--- config.mk ---
export PLATFORM = sky130hd
export DESIGN_NAME = nsg_host
export DESIGN_NICKNAME = d
export VERILOG_FILES = /design/src/nsg_pkg.sv /design/src/nsg_host.sv
export SDC_FILE = /design/constraint.sdc
export NUM_CORES = 1
export LEC_CHECK = 0
export ABC_AREA = 1
export CAP_MARGIN = 20
export CELL_PAD_IN_SITES_DETAIL_PLACEMENT = 0
export CELL_PAD_IN_SITES_GLOBAL_PLACEMENT = 1
export CORE_MARGIN = 4
export CORE_UTILIZATION = 40
export CTS_BUF_LIST = sky130_fd_sc_hd__clkbuf_8
export DETAILED_ROUTE_END_ITERATION = 7
export DONT_BUFFER_PORTS = 1
export PLACE_DENSITY_LB_ADDON = 0.1
export SETUP_SLACK_MARGIN = 0.1
export SKIP_LAST_GASP = 1
export SYNTH_ARGS = -nofsm -noshare
export SYNTH_HDL_FRONTEND = slang
export SYNTH_SLANG_ARGS = --single-unit
--- constraint.sdc ---
create_clock -name ref_clk -period 2.1 [get_ports ref_clk]
set_clock_uncertainty 0.2 [all_clocks]
set_input_delay 0.315 -clock ref_clk [delete_from_list [all_inputs] [get_ports ref_clk]]
set_output_delay 0.315 -clock ref_clk [all_outputs]
set_load 0.1 [all_outputs]
--- src/nsg_pkg.sv ---
package nsg_pkg;
	// register byte offsets, one aligned word each
	localparam logic [4:0] OFS_CMD  = 5'h00;
	localparam logic [4:0] OFS_ADDR = 5'h04;
	localparam logic [4:0] OFS_DATA = 5'h08;
	localparam logic [4:0] OFS_STAT = 5'h0C;
	localparam logic [4:0] OFS_ID   = 5'h10;
	localparam logic [4:0] OFS_CFG  = 5'h14;

	// command codes
	localparam logic [7:0] CMD_READ       = 8'h00;
	localparam logic [7:0] CMD_PROG       = 8'h10;
	localparam logic [7:0] CMD_CACHE_PROG = 8'h15;
	localparam logic [7:0] CMD_CACHE_READ = 8'h31;
	localparam logic [7:0] CMD_STATUS     = 8'h70;
	localparam logic [7:0] CMD_SERIAL_IN  = 8'h80;
	localparam logic [7:0] CMD_COL_CHG    = 8'h85;
	localparam logic [7:0] CMD_ID         = 8'h90;
	localparam logic [7:0] CMD_ERASE_GO   = 8'hD0;
	localparam logic [7:0] CMD_RESET      = 8'hFF;

	// status byte bit positions
	localparam int ST_CUR    = 0;
	localparam int ST_PREV   = 1;
	localparam int ST_PB_RDY = 5;
	localparam int ST_DC_RDY = 6;
	localparam int ST_WP_OFF = 7;

	// status register field positions
	localparam int SR_BUSY    = 8;
	localparam int SR_REFUSED = 9;
	localparam int SR_ORDER   = 10;
	localparam int SR_PFV     = 11;
	localparam int SR_CURF    = 12;
	localparam int SR_PREVF   = 13;
	localparam int SR_INCOH   = 14;
	localparam int SR_STRD    = 15;

	// config register fields and value after reset
	localparam int CFG_WP_REL = 0;
	localparam int CFG_CE     = 1;
	localparam logic [1:0] CFG_RST = 2'h0;

	// address cycle holding the low and high row byte
	localparam logic [2:0] ROW_LO_CYC = 3'h2;
	localparam logic [2:0] ROW_HI_CYC = 3'h3;
	localparam logic [2:0] ADDR_CYC_MAX = 3'h5;
	localparam logic [2:0] MAX_PARTIAL = 3'h4;

	// timing
	localparam int CLK_NS      = 8;
	localparam int T_STROBE_NS = 40;
	localparam int T_WB_NS     = 100;
	localparam int STROBE_CYC  = (T_STROBE_NS + CLK_NS - 1) / CLK_NS;
	localparam int WB_CYC      = (T_WB_NS + CLK_NS - 1) / CLK_NS;

	typedef enum logic [1:0] {ST_IDLE, ST_SETUP, ST_PULSE, ST_HOLD} nsg_st_t;
	typedef enum logic [1:0] {K_CMD, K_ADDR, K_DATA, K_READ} nsg_kind_t;
endpackage

--- src/nsg_host.sv ---
// Contract
// - status byte read per strobe after 70h
// - pass fail only after program, ready; the code also trusts it after erase (D0h)
// - power up busy, only reset or status
// - while busy only status or reset
// - after 80h only 85h 10h 15h FFh
// - pages programmed ascending within block
// - at most four partial program passes
//
// The placing of the registers and the Avalon-MM interface to the registers are this design's own decisions.
`timescale 1ns/1ps
module nsg_host
	import nsg_pkg::*;
#(
	parameter int PAGE_BITS = 6
)(
	input  wire logic        ref_clk,
	input  wire logic        rst,
	input  wire logic [4:0]  avs_address,
	input  wire logic        avs_read,
	input  wire logic        avs_write,
	input  wire logic [31:0] avs_writedata,
	output logic      [31:0] avs_readdata,
	output logic             avs_waitrequest,
	output logic             nand_ce_n,
	output logic             nand_cle,
	output logic             nand_ale,
	output logic             nand_we_n,
	output logic             read_strobe_n,
	output logic             nand_wp_n,
	output logic      [7:0]  nand_io_out,
	output logic             nand_io_oe,
	input  wire logic [7:0]  nand_io_in,
	input  wire logic        ready_busy_n
);
	if (PAGE_BITS < 1 || PAGE_BITS > 15)
		$error("PAGE_BITS must lie in 1..15");

	typedef struct packed {
		nsg_st_t   st;
		nsg_kind_t kind;
		logic [7:0]  cnt;
		logic [3:0]  wb_cnt;
		logic        done;
		logic [31:0] rdata;
		logic [7:0]  io_out;
		logic        io_oe;
		logic        cle;
		logic        ale;
		logic        we_n;
		logic        re_n;
		logic [1:0]  cfg;
		logic        busy_take;
		logic        prog_take;
		logic [7:0]  last_cmd;
		logic [7:0]  before_st;
		logic [2:0]  addr_idx;
		logic [15:0] row;
		logic        in_prog;
		logic        rd_mode;
		logic        st_rd;
		logic        trk_valid;
		logic [15:0] trk_row;
		logic [2:0]  prog_cnt;
		logic [7:0]  status;
		logic [2:0]  id_idx;
		logic [7:0]  id4;
		logic [7:0]  id5;
		logic        refused;
		logic        order_err;
		logic        rb_s1;
		logic        rb_s2;
		logic [7:0]  io_s1;
		logic [7:0]  io_s2;
	} nsg_state_t;

	nsg_state_t s_r, s_nxt;

	logic        busy, req, pin_op, legal, bad_order, pe_op, pfv;
	logic [7:0]  cmd;
	logic [15:0] blk_mask;
	logic [31:0] stat_word, id_word;

	function automatic logic cmd_ok(input logic [7:0] c, input logic bsy,
		input logic prog);
		logic ok;
		ok = 1'b1;
		if (bsy)
			ok = (c == CMD_STATUS) || (c == CMD_RESET);
		if (prog)
			ok = ok && ((c == CMD_COL_CHG) || (c == CMD_PROG) ||
				(c == CMD_CACHE_PROG) || (c == CMD_RESET));
		return ok;
	endfunction

	assign blk_mask = ~((16'h0001 << PAGE_BITS) - 16'h0001);
	assign cmd = avs_writedata[7:0];
	// sync'd line low, or just after a busy-making command: device busy
	assign busy = ~s_r.rb_s2 | (s_r.wb_cnt != 4'h0);
	assign req = (avs_read | avs_write) & ~s_r.done;
	assign pin_op = (avs_write && (avs_address == OFS_CMD ||
		avs_address == OFS_ADDR || avs_address == OFS_DATA)) ||
		(avs_read && avs_address == OFS_DATA);

	// confirm must not go back in page order, nor exceed partial passes
	always_comb
	begin
		bad_order = 1'b0;
		if (s_r.trk_valid &&
			(cmd == CMD_PROG || cmd == CMD_CACHE_PROG) &&
			((s_r.row & blk_mask) == (s_r.trk_row & blk_mask)))
		begin
			if (s_r.row < s_r.trk_row)
				bad_order = 1'b1;
			else if (s_r.row == s_r.trk_row && s_r.prog_cnt >= MAX_PARTIAL)
				bad_order = 1'b1;
		end
	end
	assign legal = cmd_ok(cmd, busy, s_r.in_prog) & ~bad_order;

	assign pe_op = (s_r.before_st == CMD_PROG) ||
		(s_r.before_st == CMD_CACHE_PROG) || (s_r.before_st == CMD_ERASE_GO);
	// pass/fail trusted only after program or erase, page buffer ready
	assign pfv = pe_op & s_r.status[ST_PB_RDY];

	always_comb
	begin
		stat_word = 32'h0;
		stat_word[7:0] = s_r.status;
		stat_word[SR_BUSY] = busy;
		stat_word[SR_REFUSED] = s_r.refused;
		stat_word[SR_ORDER] = s_r.order_err;
		stat_word[SR_PFV] = pfv;
		stat_word[SR_CURF] = pfv & s_r.status[ST_CUR];
		stat_word[SR_PREVF] = (s_r.before_st == CMD_CACHE_PROG) &
			s_r.status[ST_DC_RDY] & s_r.status[ST_PREV];
		stat_word[SR_INCOH] = (s_r.before_st != CMD_CACHE_PROG) &
			(s_r.before_st != CMD_CACHE_READ) &
			(s_r.status[ST_PB_RDY] != s_r.status[ST_DC_RDY]);
		stat_word[SR_STRD] = s_r.st_rd;
		id_word = {8'h00, s_r.id5, s_r.id4,
			(s_r.id4[7] == 1'b0 && s_r.id4[3:2] == 2'h1 &&
			s_r.id5[7:4] == 4'h7 && s_r.id5[1:0] == 2'h2),
			s_r.id5[3:2], s_r.id4[6], s_r.id4[5:4], s_r.id4[1:0]};
	end

	always_comb
	begin
		s_nxt = s_r;
		s_nxt.done = 1'b0;
		s_nxt.rb_s1 = ready_busy_n;
		s_nxt.rb_s2 = s_r.rb_s1;
		s_nxt.io_s1 = nand_io_in;
		s_nxt.io_s2 = s_r.io_s1;
		if (s_r.wb_cnt != 4'h0)
			s_nxt.wb_cnt = s_r.wb_cnt - 4'h1;
		if (s_r.cnt != 8'h00)
			s_nxt.cnt = s_r.cnt - 8'h01;
		case (s_r.st)
			ST_IDLE:
			begin
				if (req && pin_op && avs_address == OFS_CMD && !legal)
				begin
					s_nxt.refused = 1'b1;
					if (bad_order)
						s_nxt.order_err = 1'b1;
					s_nxt.done = 1'b1;
				end
				else if (req && pin_op)
				begin
					s_nxt.st = ST_SETUP;
					s_nxt.cnt = 8'(STROBE_CYC);
					s_nxt.kind = avs_read ? K_READ :
						(avs_address == OFS_CMD) ? K_CMD :
						(avs_address == OFS_ADDR) ? K_ADDR : K_DATA;
					s_nxt.io_out = cmd;
					s_nxt.io_oe = avs_write;
					s_nxt.cle = avs_write && avs_address == OFS_CMD;
					s_nxt.ale = avs_write && avs_address == OFS_ADDR;
					s_nxt.busy_take = busy;
					s_nxt.prog_take = s_r.in_prog;
				end
				else if (req)
				begin
					s_nxt.done = 1'b1;
					s_nxt.rdata = 32'h0;
					if (avs_read && avs_address == OFS_STAT)
						s_nxt.rdata = stat_word;
					if (avs_read && avs_address == OFS_ID)
						s_nxt.rdata = id_word;
					if (avs_read && avs_address == OFS_CFG)
						s_nxt.rdata = {30'h0, s_r.cfg};
					if (avs_write && avs_address == OFS_CFG)
						s_nxt.cfg = avs_writedata[1:0];
					if (avs_write && avs_address == OFS_STAT)
					begin
						// write one to clear; refusals only arise outside this path
						s_nxt.refused = s_r.refused & ~avs_writedata[SR_REFUSED];
						s_nxt.order_err = s_r.order_err & ~avs_writedata[SR_ORDER];
					end
				end
			end
			ST_SETUP:
				if (s_r.cnt == 8'h01)
				begin
					s_nxt.st = ST_PULSE;
					s_nxt.cnt = 8'(STROBE_CYC);
					s_nxt.we_n = (s_r.kind == K_READ);
					s_nxt.re_n = (s_r.kind != K_READ);
				end
			ST_PULSE:
				if (s_r.cnt == 8'h01)
				begin
					// io has been stable for the whole pulse, sync lag fits inside
					s_nxt.st = ST_HOLD;
					s_nxt.cnt = 8'(STROBE_CYC);
					s_nxt.we_n = 1'b1;
					s_nxt.re_n = 1'b1;
					if (s_r.kind == K_READ)
						s_nxt.rdata = {24'h0, s_r.io_s2};
				end
			ST_HOLD:
				if (s_r.cnt == 8'h01)
				begin
					s_nxt.st = ST_IDLE;
					s_nxt.done = 1'b1;
					s_nxt.cle = 1'b0;
					s_nxt.ale = 1'b0;
					s_nxt.io_oe = 1'b0;
					case (s_r.kind)
						K_CMD:
						begin
							s_nxt.last_cmd = s_r.io_out;
							s_nxt.addr_idx = 3'h0;
							case (s_r.io_out)
								CMD_SERIAL_IN:
									s_nxt.in_prog = 1'b1;
								CMD_COL_CHG: ;
								CMD_PROG, CMD_CACHE_PROG:
								begin
									s_nxt.in_prog = 1'b0;
									s_nxt.wb_cnt = 4'(WB_CYC);
									s_nxt.trk_valid = 1'b1;
									s_nxt.trk_row = s_r.row;
									if (s_r.trk_valid && s_r.row == s_r.trk_row)
										s_nxt.prog_cnt = s_r.prog_cnt + 3'h1;
									else
										s_nxt.prog_cnt = 3'h1;
								end
								CMD_RESET:
								begin
									// previous cached page may be lost too
									s_nxt.in_prog = 1'b0;
									s_nxt.rd_mode = 1'b0;
									s_nxt.st_rd = 1'b0;
									s_nxt.trk_valid = 1'b0;
									s_nxt.wb_cnt = 4'(WB_CYC);
								end
								CMD_STATUS:
								begin
									s_nxt.before_st = s_r.last_cmd;
									s_nxt.st_rd = s_r.rd_mode;
								end
								CMD_READ:
								begin
									// resumes at previous column, no address needed
									s_nxt.rd_mode = 1'b1;
									s_nxt.st_rd = 1'b0;
								end
								CMD_ID:
									s_nxt.id_idx = 3'h0;
								default:
								begin
									s_nxt.in_prog = 1'b0;
									s_nxt.wb_cnt = 4'(WB_CYC);
								end
							endcase
						end
						K_ADDR:
						begin
							if (s_r.addr_idx == ROW_LO_CYC)
								s_nxt.row[7:0] = s_r.io_out;
							if (s_r.addr_idx == ROW_HI_CYC)
								s_nxt.row[15:8] = s_r.io_out;
							// a fifth cycle is sent but never used
							if (s_r.addr_idx != ADDR_CYC_MAX)
								s_nxt.addr_idx = s_r.addr_idx + 3'h1;
						end
						K_READ:
						begin
							if (s_r.last_cmd == CMD_STATUS)
								s_nxt.status = s_r.rdata[7:0];
							if (s_r.last_cmd == CMD_ID)
							begin
								if (s_r.id_idx == 3'h3)
									s_nxt.id4 = s_r.rdata[7:0];
								if (s_r.id_idx == 3'h4)
									s_nxt.id5 = s_r.rdata[7:0];
								if (s_r.id_idx != 3'h7)
									s_nxt.id_idx = s_r.id_idx + 3'h1;
							end
						end
						default: ;
					endcase
				end
			default:
				s_nxt.st = ST_IDLE;
		endcase
		// holding protect low kills any pending program
		if (!s_r.cfg[CFG_WP_REL])
			s_nxt.in_prog = 1'b0;
	end

	always_ff @(posedge ref_clk)
	begin
		if (rst)
		begin
			s_r <= '0;
			s_r.we_n <= 1'b1;
			s_r.re_n <= 1'b1;
			s_r.cfg <= CFG_RST;
		end
		else
			s_r <= s_nxt;
	end

	assign avs_readdata = s_r.rdata;
	assign avs_waitrequest = (avs_read | avs_write) & ~s_r.done;
	assign nand_ce_n = ~s_r.cfg[CFG_CE];
	assign nand_wp_n = s_r.cfg[CFG_WP_REL];
	assign nand_cle = s_r.cle;
	assign nand_ale = s_r.ale;
	assign nand_we_n = s_r.we_n;
	assign read_strobe_n = s_r.re_n;
	assign nand_io_out = s_r.io_out;
	assign nand_io_oe = s_r.io_oe;
endmodule

* After elaboration in Yosys (flattened, before gate mapping)
Index checks and enable logic that the tools add are counted.
** Word-level totals
- Output and inout bits :: 48
- Flip-flop bits (word level) :: 169
- Input bits :: 50
** Operators by class
- Mux-type cells :: 56
- Bitwise gates (word level) :: 23
- Add/subtract/negate cells :: 5
- Reductions and logical operators :: 75
- $lt $le $gt $ge :: 2
- Equality and inequality tests :: 57
** Operator list (count)
- $mux 32 :: 4
- $mux 33 :: 2
- $eq 8x8->1 const B :: 8
- $pmux 32 s2 :: 1
- $eq 8x5->1 const B :: 6
- $reduce_and 4->1 :: 12
- $mux 43 :: 1
- $mux 8 :: 4
- $reduce_and 5->1 :: 5
- $eq 8x7->1 const B :: 3
- $mux 12 :: 2
- $mux 2 :: 11
- $ne 2x2->1 const B :: 11
- $logic_and 1x1->1 :: 20
- $reduce_bool 2->1 :: 10
- $mux 19 :: 1
- $pmux 3 s2 :: 3
- $eq 16x16->1 :: 1
- $lt 16x16->1 :: 1
- $mux 16 :: 1
- $mux 4 :: 4
- $pmux 8 s2 :: 1
- $mux 3 :: 5
- $reduce_and 6->1 :: 2
- other kinds (39) :: 99

* Logic depth before layout (Yosys ltp)
Gate-level depths: netlist of run 1.
- Depth after elaboration :: 12
- Depth in mapped cells :: 18
- Depth with buffers taken out :: 18

* Worst setup path before layout of run 1
No wires, ideal clock.
- Path kind :: input -> register
- Start :: input port avs_read
- End :: register s_r, in the netlist avs_readdata[16]
- Data arrival time :: 2079 ps
- Cell stages on the path :: 11
- Path slack :: -295 ps
- Path buffers :: 2
- Library setup time :: 116 ps
- Data required time :: 1784 ps
- Path through :: inv_1 > a21oi_4 > nand3_2 > inv_1 > nand2_1 > o21ai_0 > nand2_1 > buf_4 > buf_6 > a21oi_1 > nor2_1
** Between the ends
- Word-level cells in the longest chain between the ends :: 7
- Elaborated cells on any way between the ends :: 19
- Those cells by class :: eq/ne: 3; mux: 6; bitwise: 2; reduce/logical: 8
** RTL lines
- start: declaration :: RTL line nsg_host.sv:20 : input wire logic avs_read,
- $or 1x1->1 (*)
- $and 1x1->1 (*)
- named net avs_waitrequest :: RTL line nsg_host.sv:24 : output logic avs_waitrequest,
- $logic_and 1x1->1 :: RTL line nsg_host.sv:162, nsg_host.sv:169
- $logic_and 1x1->1 (2 in a row) :: RTL line nsg_host.sv:162 : if (req && pin_op && avs_address == OFS_CMD && !legal)
- $ne 2x2->1 (no source line)
- $reduce_and 6->1 (no source line) (*)
- end signal: assignment :: RTL line nsg_host.sv:324 : s_r <= s_nxt;
- end: declaration :: RTL line nsg_host.sv:77 : nsg_state_t s_r, s_nxt;
Mark *: on every way through the listed nets, which the timed path passes. The rest lies on a longest branch. The select of a mux whose other input is x is not followed.
A chain may end at the register's enable or synchronous reset.

* Worst setup path in the final report of run 1
- Start :: register s_r[61] in the netlist's numbering
- End :: register s_r[159] in the netlist's numbering
** Between the ends
- Word-level cells in the longest chain between the ends :: 11
- Elaborated cells on any way between the ends :: 14
- Those cells by class :: order compare: 1; eq/ne: 2; mux: 5; bitwise: 2; reduce/logical: 4
** RTL lines
- branches (longest 4 deep; another with $lt 16x16->1)
- $mux 1 (*) :: RTL line nsg_host.sv:109 : if (s_r.trk_valid &&
- $not 1->1 (*) :: RTL line nsg_host.sv:119 : assign legal = cmd_ok(cmd, busy, s_r.in_prog) & ~bad_order;
- $and 1x1->1 (*) :: RTL line nsg_host.sv:119
- $logic_not 1->1 (*) :: RTL line nsg_host.sv:162
- $logic_and 1x1->1 (*) :: RTL line nsg_host.sv:162
- $mux 12 (*) :: RTL line nsg_host.sv:162
- $pmux 8 s2 (*) :: RTL line nsg_host.sv:159 : case (s_r.st)
Mark *: on every way between the ends. The select of a mux whose other input is x is not followed.

==> results.toml, run 1 <==
[critical_path]
worstSetupPathType = "reg2reg"
worst-path-max-fanout = 6
arrival_ns = 2.43
cpPeakStageDelay_ns = 0.35
cp.required_ns = 2.27
endpoint_kind = "register"
crit_path_frequent_cell = "nand2_4"
cp-start-kind = "register"
crit_chain = "inv_2 -> ha_4 -> nand2_4 -> nor3_4 -> nand3_2 -> nor2_2 -> nand2_2 -> nand2_4 -> nand2_4 -> nand3_4 -> buf_12 -> nand2_4 -> o21bai_1 -> inv_1"
slowest_stage = "dfxtp_2"

[sta]
max_freq_ghz = 0.4424
finalCritPeriodShare_pct = 107.6
setup_viol = 47
slew_viol_final = 0
finalWorstSetupSlack_ns = -0.1603
max_slew_margin_pct = 61.96
post-route-min-period_ns = 2.260
finalHoldViolCount = 0
whs_ns = 0.02816
worstMarginPinSlew_ns = 0.5706
rsz0062_at_grt = "yes"

[synth]
synth_largest_area_cell = "dfxtp_1"
netlist_area_um2 = 7929
async_reset_ff_share_pct = 0
seq_area_frac_synth_pct = 40.65
synth_top_area_share_pct = 40.65
ys_top_cells_by_count = "161 x dfxtp_1, 145 x inv_1, 121 x nand2_1, 111 x a21oi_1, 109 x nor2_1"
syn_avg_cell_area_um2 = 7.551
synth.area.top_cells = "dfxtp_1 41%, a21oi_1 7.0%, inv_1 6.9%"
synth_cell_type_count = 50
synth_edf_count = 0
syn_inst = 1050
ys_ff_latch = 161
synth_flop_cell = "dfxtp_1"
yosysWarningCount = 0
yosysMostFrequentCell = "dfxtp_1"

[power_and_ir_drop]
p_leak_nw = 4.630
powerDensity_nw_per_um2 = 901.8
irDropWorstVdd_mv = 0.5250

[detailed_routing]
wl_um = 24520
vias = 7348
final_antenna_net_count = 0
detail_route.wl_per_cell_um = 16.72
first_pass_iters = 5
via_per_inst = 5.009
drc = 0
drt_iter0_drc = 296

[grt]
grt_max_degree = 97
grt_pass1_wl_um = 36860
grtUsageMet1_pct = 28.83
grt_util_all_layers_pct = 21.15
first_global_vias = 6920
antenna_found_initial = 0
grt_use_met2_pct = 34.51
grt-busiest-layer = "met2"
grtUsageMet3_pct = 4.558
gr-total-overflow = 0

[cts]
cts_buffers = 17
tritoncts = "yes"
clkLatencyLatePin_ns = 0.47
htreeDepth = 4
clock_sinks = 161
clk_pin_slew_ns = 0.11
clock-root-buffer = "clkbuf_8"
clockBufferDepth = 2

[placement]
place_inst = 1359
routabilityCongestion = 0.8184
dp_hpwl_um = 15140
placed_area_um2 = 8807
port_buffers = 0

[floorplan]
initial_core_util_pct = 40.74
rows = 51
die_h_um = 148.8
io_pins = 98
dieArea_um2 = 22140
coreArea_um2 = 19460
die_w_um = 148.8

[layout]
drive_above_1_share_pct = 40.77
fin_area_um2 = 11530
layout.cells.non_filler = 1467
syn2layout_area_growth_pct = 45.43
finalNetCount = 1274
antenna_cells = 0

[outcome]
violations = "setup timing"
status = "complete, but fails checks"

[min_path]
hold_class = "in2reg"

[flow_run]
cap_violations = 0
area by class of cell:
cell class,instances,area [um^2]
clock buffer,17,234.0
multi-input combinational,664,4828
clock inverter,15,178.9
tap,265,331.6
inverter,151,596.8
sequential,161,3253
timing repair buffer,194,2108
fill,1821,7931
critical path, delay by kind of cell (launching register included):
| family | cells | cell delay (ns) |
|---|---|---|
| buf+inv | 3 | 0.24 |
| flops | 1 | 0.35 |
| simple gates | 9 | 0.93 |
| fa+ha+maj | 1 | 0.27 |
| compound gates | 1 | 0.16 |
metal layers:
metal | routed length (um) | share of wire [%]
met2 | 12060 | 49
met4 | 299 | 1.2
met1 | 11180 | 46
met5 | 0 | 0
met3 | 981 | 4.0
flip-flops by register name (all words and copies together) (netlist names), 8 cells and up:
| register | flops |
|---|---|
| id_word | 16 |
| s_nxt | 9 |
| avs_readdata | 24 |
| nand_io_out | 8 |
| s_r | 98 |
logic make-up (layout without fill, tap and decap cells):
group                    count (synthesis)  after routing  synth area share, %
AND/OR/NAND/NOR                        345            345                20.59
AO/OA/AOI/OAI                          267            267                18.57
buffers and inverters                  232            377                13.62
flip-flops                             161            161                40.65
adder cells (fa/ha/maj)                 35             35                5.523
XOR/XNOR                                 9              9               0.9942
other                                    1              8              0.04730
cell usage in the layout, fill, tap and decap left out, types with 21 or more instances in the layout:
cell,instances
nand3_1,29
buf_4,110
o21ai_1,27
buf_6,31
a21oi_1,58
a21oi_2,54
ha_1,22
dlygate4sd3_1,21
nor2_1,81
a211oi_2,21
o21ai_2,29
inv_1,126
nand2_1,90
dfxtp_1,137
o21ai_0,45
dfxtp_2,24
per-stage QoR:
step	setup TNS, ns	total power, W	utilization (%)	setup slack, ns
after floorplan	-7.682	0.005967	-	-0.2380
after global placement	-4.793	0.006754	45.25	-0.2398
after detailed placement	-5.304	0.006751	45.25	-0.2716
after CTS	-3.729	0.009654	53.15	-0.1721
after global routing	-10.79	0.01095	59.25	-0.3083
final	-3.005	0.01040	59.25	-0.1603
power by group:
part	switching, W	internal (W)	leakage, nW
clock network	0.00145	0.000926	0.208
logic	0.00283	0.00175	3.10
registers	0.000149	0.00329	1.32
final timing paths:
path	startpoint	end	slack [ns]	cells past startpoint
hold reg to reg	s_nxt[16]	s_r[16]	0.21	2
hold / removal	avs_write	s_r[18]	0.03	5
setup / recovery	s_r[61]	s_r[159]	-0.16	14
setup reg to reg	s_r[61]	s_r[159]	-0.16	14
timing repair:
action	in CTS	in global routing
endpoints found under the setup margin	91	125
endpoints found under the hold margin	77	0
gates resized for setup	124	290
gates cloned	12	6
pin swaps	35	85
hold buffers	22	0
buffers inserted	24	20
(Power assumes the default switching activity.)
==> run 2, diff against run 1 <==
Settings changed: CORE_UTILIZATION 40 to 44.
==> run 2 against run 1 <==
  * The flow still finishes with violations (setup timing)
  * Sequential share of layout area rose by 2.5 points
  * Cell count fell by 4.0%
  * Die area fell by 8.6%
  * Worst setup slack improved by 0.020 ns
  * Sequential power barely moved
  * Clock power fell by 3%
  * Routed wire length fell by 8.6%
  * Total power fell by 6.3%
  * Non-clock buffer count fell by 20
  * Worst hold slack improved by 0.015 ns
==> results.toml, run 2 (synthesis gave the netlist of run 1 again) <==
[grt]
grt_max_degree = 97
grt_pass1_wl_um = 35400
grt_use_met2_pct = 34.26
grtUsageMet1_pct = 31.37
antenna_found_initial = 0
grt-busiest-layer = "met2"
grtUsageMet3_pct = 4.570
first_global_vias = 6784
grt_util_all_layers_pct = 21.92
gr-total-overflow = 0

[critical_path]
cp-start-kind = "register"
cp.required_ns = 2.27
arrival_ns = 2.41
worstSetupPathType = "reg2reg"
endpoint_kind = "register"
worst-path-max-fanout = 18

[layout]
antenna_cells = 0
layout_common_cells = "143 x dfxtp_1, 129 x inv_1, 111 x buf_4"
n_fill_cell = 1600
drive_above_1_share_pct = 30.49
finalNetCount = 1256
largest_register_ffs = 98
final_common_cell = "dfxtp_1"
layout.cells.non_filler = 1409
largest_register = "s_r"
syn2layout_area_growth_pct = 33.27

[flow_run]
cap_violations = 0

[sta]
finalHoldViolCount = 0
post-route-min-period_ns = 2.240
setup_viol = 26
fin_tns_setup_ns = -1.511
slew_viol_final = 0
finalCritPeriodShare_pct = 106.7
rsz0062_at_grt = "yes"
finalWorstSetupSlack_ns = -0.1398
max_freq_ghz = 0.4465

[cts]
clockBufferDepth = 2
tritoncts = "yes"
cts_buffers = 17
clock-root-buffer = "clkbuf_8"
clk_pin_slew_ns = 0.11
clkLatencyLatePin_ns = 0.48
clock_sinks = 161
htreeDepth = 4

[placement]
port_buffers = 0
place_ws_ns = -0.4149
place_inst = 1320
dp_hpwl_um = 14840
routabilityCongestion = 0.8192

[detailed_routing]
vias = 7213
drc = 0
wl_um = 22430
final_antenna_net_count = 0
first_pass_iters = 4
detail_route.wl_per_cell_um = 15.92
via_per_inst = 5.119
drt_iter0_drc = 335

[min_path]
hold_class = "in2reg"

[floorplan]
die_h_um = 142.2
initial_core_util_pct = 45.37
rows = 48
dieArea_um2 = 20230
die_w_um = 142.2
io_pins = 98
coreArea_um2 = 17480

[power_and_ir_drop]
irDropWorstVdd_mv = 0.5856
finalPower_w = 0.009743
p_leak_nw = 4.356
powerDensity_nw_per_um2 = 922.1

[outcome]
status = "complete, but fails checks"
violations = "setup timing"
==> run 2: path summary, 6_finish.rpt <==
kind,from,endpoint,slack (ns),cells past startpoint
min,rst,s_r[18],0.04,4
max,s_r[53],nand_io_out[2],-0.14,16
max reg2reg,s_r[53],nand_io_out[2],-0.14,16
min reg2reg,s_nxt[5],s_r[5],0.21,2
==> run 2: final cells by class <==
| type | instances | area, um^2 | share of cell area, % |
|---|---|---|---|
| Multi-Input combinational cell | 664 | 4299 | 40.69 |
| Sequential cell | 161 | 3246 | 30.72 |
| Timing Repair Buffer | 174 | 1727 | 16.34 |
| Inverter | 151 | 584.3 | 5.530 |
| Tap cell | 225 | 281.5 | 2.664 |
| Clock buffer | 17 | 234.0 | 2.214 |
| Clock inverter | 15 | 162.7 | 1.539 |
| Timing Repair inverter | 2 | 32.53 | 0.3079 |
==> run 2: repair_timing <==
action	4_1_cts	5_1_grt
endpoints found under the setup margin	104	121
gates cloned	2	4
resized for setup	115	113
pin swaps	25	46
hold buffers	25	0
buffers inserted	10	16
endpoints found under the hold margin	78	0
==> run 2: per-stage QoR <==
step	util (%)	area, um^2	hold slack, ns
finish	60.46	10570	0.04327
floorplan	-	7999	0.1883
CTS	57.09	9978	0.02683
global placement	50.22	8777	0.1899
detailed placement	50.22	8777	0.1958
global route	60.46	10570	0.03355
==> run 2: critical path, stage by stage (launching register included) <==
cell,delay (ns)
dfxtp_2,0.33
inv_1,0.06
ha_4,0.27
nand2_1,0.05
inv_2,0.07
nand2_1,0.06
nand2_2,0.08
nand2_1,0.06
nand3_1,0.06
nand2_1,0.07
nand2_2,0.13
nand2_4,0.08
nand2_4,0.09
nand3_2,0.09
buf_12,0.16
o21ai_0,0.20
a21oi_1,0.06
==> run 2: per-layer routing <==
layer	part of all wire (%)	vias to the layer above
met3	3.6	17
met4	0.99	0
li1	-	3659
met1	49	3427
met2	47	110
met5	0	-
==> run 2: report_power, final <==
| group | switching, W | internal, W | leakage, nW |
|---|---|---|---|
| clock | 0.00141 | 0.000899 | 0.198 |
| sequential | 0.000130 | 0.00329 | 1.32 |
| combinational | 0.00262 | 0.00139 | 2.84 |
| total | 0.00417 | 0.00558 | 4.36 |
==> run 3, diff against run 2 <==
Clock period 2.1 ns to 2 ns, I/O delays scaled along.
==> run 3 against run 2 <==
  * The run still ends with setup timing left
  * First-iteration DRC count up 45%
  * Die area unchanged
  * Flip-flop and latch count unchanged
  * Fmax up 2.2%
  * Largest cell class unchanged
  * Largest power group unchanged
==> results.toml, run 3 (synthesis gave the netlist of run 1 again) <==
[critical_path]
cpPeakStageDelay_ns = 0.34
cp-start-kind = "register"
crit_path_frequent_cell = "nand2_4"
endpoint_kind = "register"
worst-path-max-fanout = 7
arrival_ns = 2.39
crit_chain = "inv_2 -> ha_4 -> nand2_4 -> nor2_4 -> nand4_1 -> inv_1 -> nand2_1 -> nand2_2 -> nand2_4 -> nand2_4 -> nand2_4 -> nand3_4 -> buf_6 -> o21ai_2 -> a21oi_1"
critPathBufInv = 3
path_delay_family = "simple AND/OR/NAND/NOR gates"
slowest_stage = "dfxtp_2"
worstSetupPathType = "reg2reg"
cp.required_ns = 2.20

[grt]
grt_util_all_layers_pct = 21.74
grt_pass1_wl_um = 35030
grt_max_degree = 67
antenna_found_initial = 0
first_global_vias = 6734
gr-total-overflow = 0

[layout]
layout_common_cells = "139 x dfxtp_1, 130 x inv_1, 129 x buf_4"
drive_above_1_share_pct = 38.50
largest_register_ffs = 98
finalNetCount = 1285
utilization_pct = 64.65
largest_register = "s_r"
final_common_cell = "dfxtp_1"
syn2layout_area_growth_pct = 42.50

[detailed_routing]
wl_met1_um = 11580
first_pass_iters = 5
vias = 7413
via_per_inst = 5.151
met2_length_um = 11120
final_antenna_net_count = 0
dr_wl_met3_um = 879
highest_layer = "met4"
wl_um = 23980
drt_iter0_drc = 485
detail_route.wl_per_cell_um = 16.66
drc = 0

[floorplan]
initial_core_util_pct = 45.37
io_pins = 98
dieArea_um2 = 20230
die_h_um = 142.2
die_w_um = 142.2
coreArea_um2 = 17480
rows = 48

[sta]
finalHoldViolCount = 0
post-route-min-period_ns = 2.192
slew_viol_final = 0
setup_viol = 95
rsz0062_at_grt = "yes"
finalWorstSetupSlack_ns = -0.1918
finalCritPeriodShare_pct = 109.6
max_freq_ghz = 0.4562

[cts]
clock_sinks = 161
cts_buffers = 17
clock-root-buffer = "clkbuf_8"
clockBufferDepth = 2
clkLatencyLatePin_ns = 0.47
htreeDepth = 4
clk_pin_slew_ns = 0.11
tritoncts = "yes"

[power_and_ir_drop]
irDropWorstVdd_mv = 0.6899
finalPower_w = 0.01048
internal_power_w = 0.006031
power.switching_w = 0.004447
seqPwrFrac_pct = 34.5
p_leak_nw = 4.617
p_comb_share_pct = 42.6
p_sw_share_pct = 42.45
powerDensity_nw_per_um2 = 927.4
power.share.clock_pct = 22.9

[placement]
routabilityCongestion = 0.9441
port_buffers = 0
dp_hpwl_um = 15260

[outcome]
violations = "setup timing"
status = "complete, but fails checks"

[flow_run]
cap_violations = 0

[min_path]
hold_class = "in2reg"
## run 3: changes by cell type in the layout (fill, tap and decap cells not counted), sizes merged
cell,delta
buf,+23
clkbuf,+10
diode,+1
dlygate4sd3,-2
clkinv,-5
inv,+3
## run 3: worst paths after layout
path / startpoint / end / slack, ns / cells past startpoint
min reg2reg: s_nxt[7] / s_r[7] / 0.20 / 2
max reg2reg: s_r[56] / nand_io_out[3] / -0.19 / 15
min: avs_address[4] / nand_ale / 0.04 / 5
max: s_r[56] / nand_io_out[3] / -0.19 / 15
## run 3: layer usage
layer,track usage [%],up-vias
met5,0,-
met2,33.76,125
met1,30.81,3546
met3,3.831,27
met4,6.869,0
li1,-,3715
## run 3: layout make-up
type,count,area (um^2)
diodes,1,2.502
clock buffers,17,234.0
clock inverters,15,152.6
fillers,1498,6178
inverters,151,586.8
multi-input cells,664,4690
flip-flops and latches,161,3253
well taps,225,281.5
repair buffers,205,2098
## run 3: power by group through the flow
stage / clock, W / combinational, W / sequential (W)
2_1_floorplan: 0 / 0.00257 / 0.00370
3_3_place_gp: 0 / 0.00354 / 0.00365
3_5_place_dp: 0 / 0.00355 / 0.00364
4_1_cts: 0.00247 / 0.00383 / 0.00358
5_1_grt: 0.00260 / 0.00477 / 0.00364
6_report: 0.00240 / 0.00447 / 0.00361
## run 3: per-stage QoR
step	hold slack, ns	area, um^2	TNS (ns)	cells	setup slack, ns
after CTS	0.004094	10060	-3.621	1403	-0.1821
after global routing	0.04558	11300	-20.29	1438	-0.3160
after floorplan	0.1883	8000	-11.91	1057	-0.3230
after global placement	0.1807	8972	-9.542	1346	-0.3392
final	0.04075	11300	-7.838	1439	-0.1918
after detailed placement	0.1801	8972	-10.16	1346	-0.3518
## run 3: repair_timing
| item | CTS | global route |
|---|---|---|
| setup endpoints to repair | 132 | 136 |
| hold buffers | 23 | 0 |
| pin swaps | 36 | 65 |
| setup buffers | 1 | 23 |
| resized for setup | 128 | 214 |
| hold endpoints to repair | 77 | 0 |
| cloned | 1 | 13 |
## run 3: worst register-to-register path, stage by stage (launching register included)
cell	delay, ns
dfxtp_2	0.34
inv_2	0.04
ha_4	0.27
nand2_4	0.06
nor2_4	0.12
nand4_1	0.14
inv_1	0.12
nand2_1	0.07
nand2_2	0.09
nand2_4	0.07
nand2_4	0.08
nand2_4	0.07
nand3_4	0.13
buf_6	0.16
o21ai_2	0.07
a21oi_1	0.12
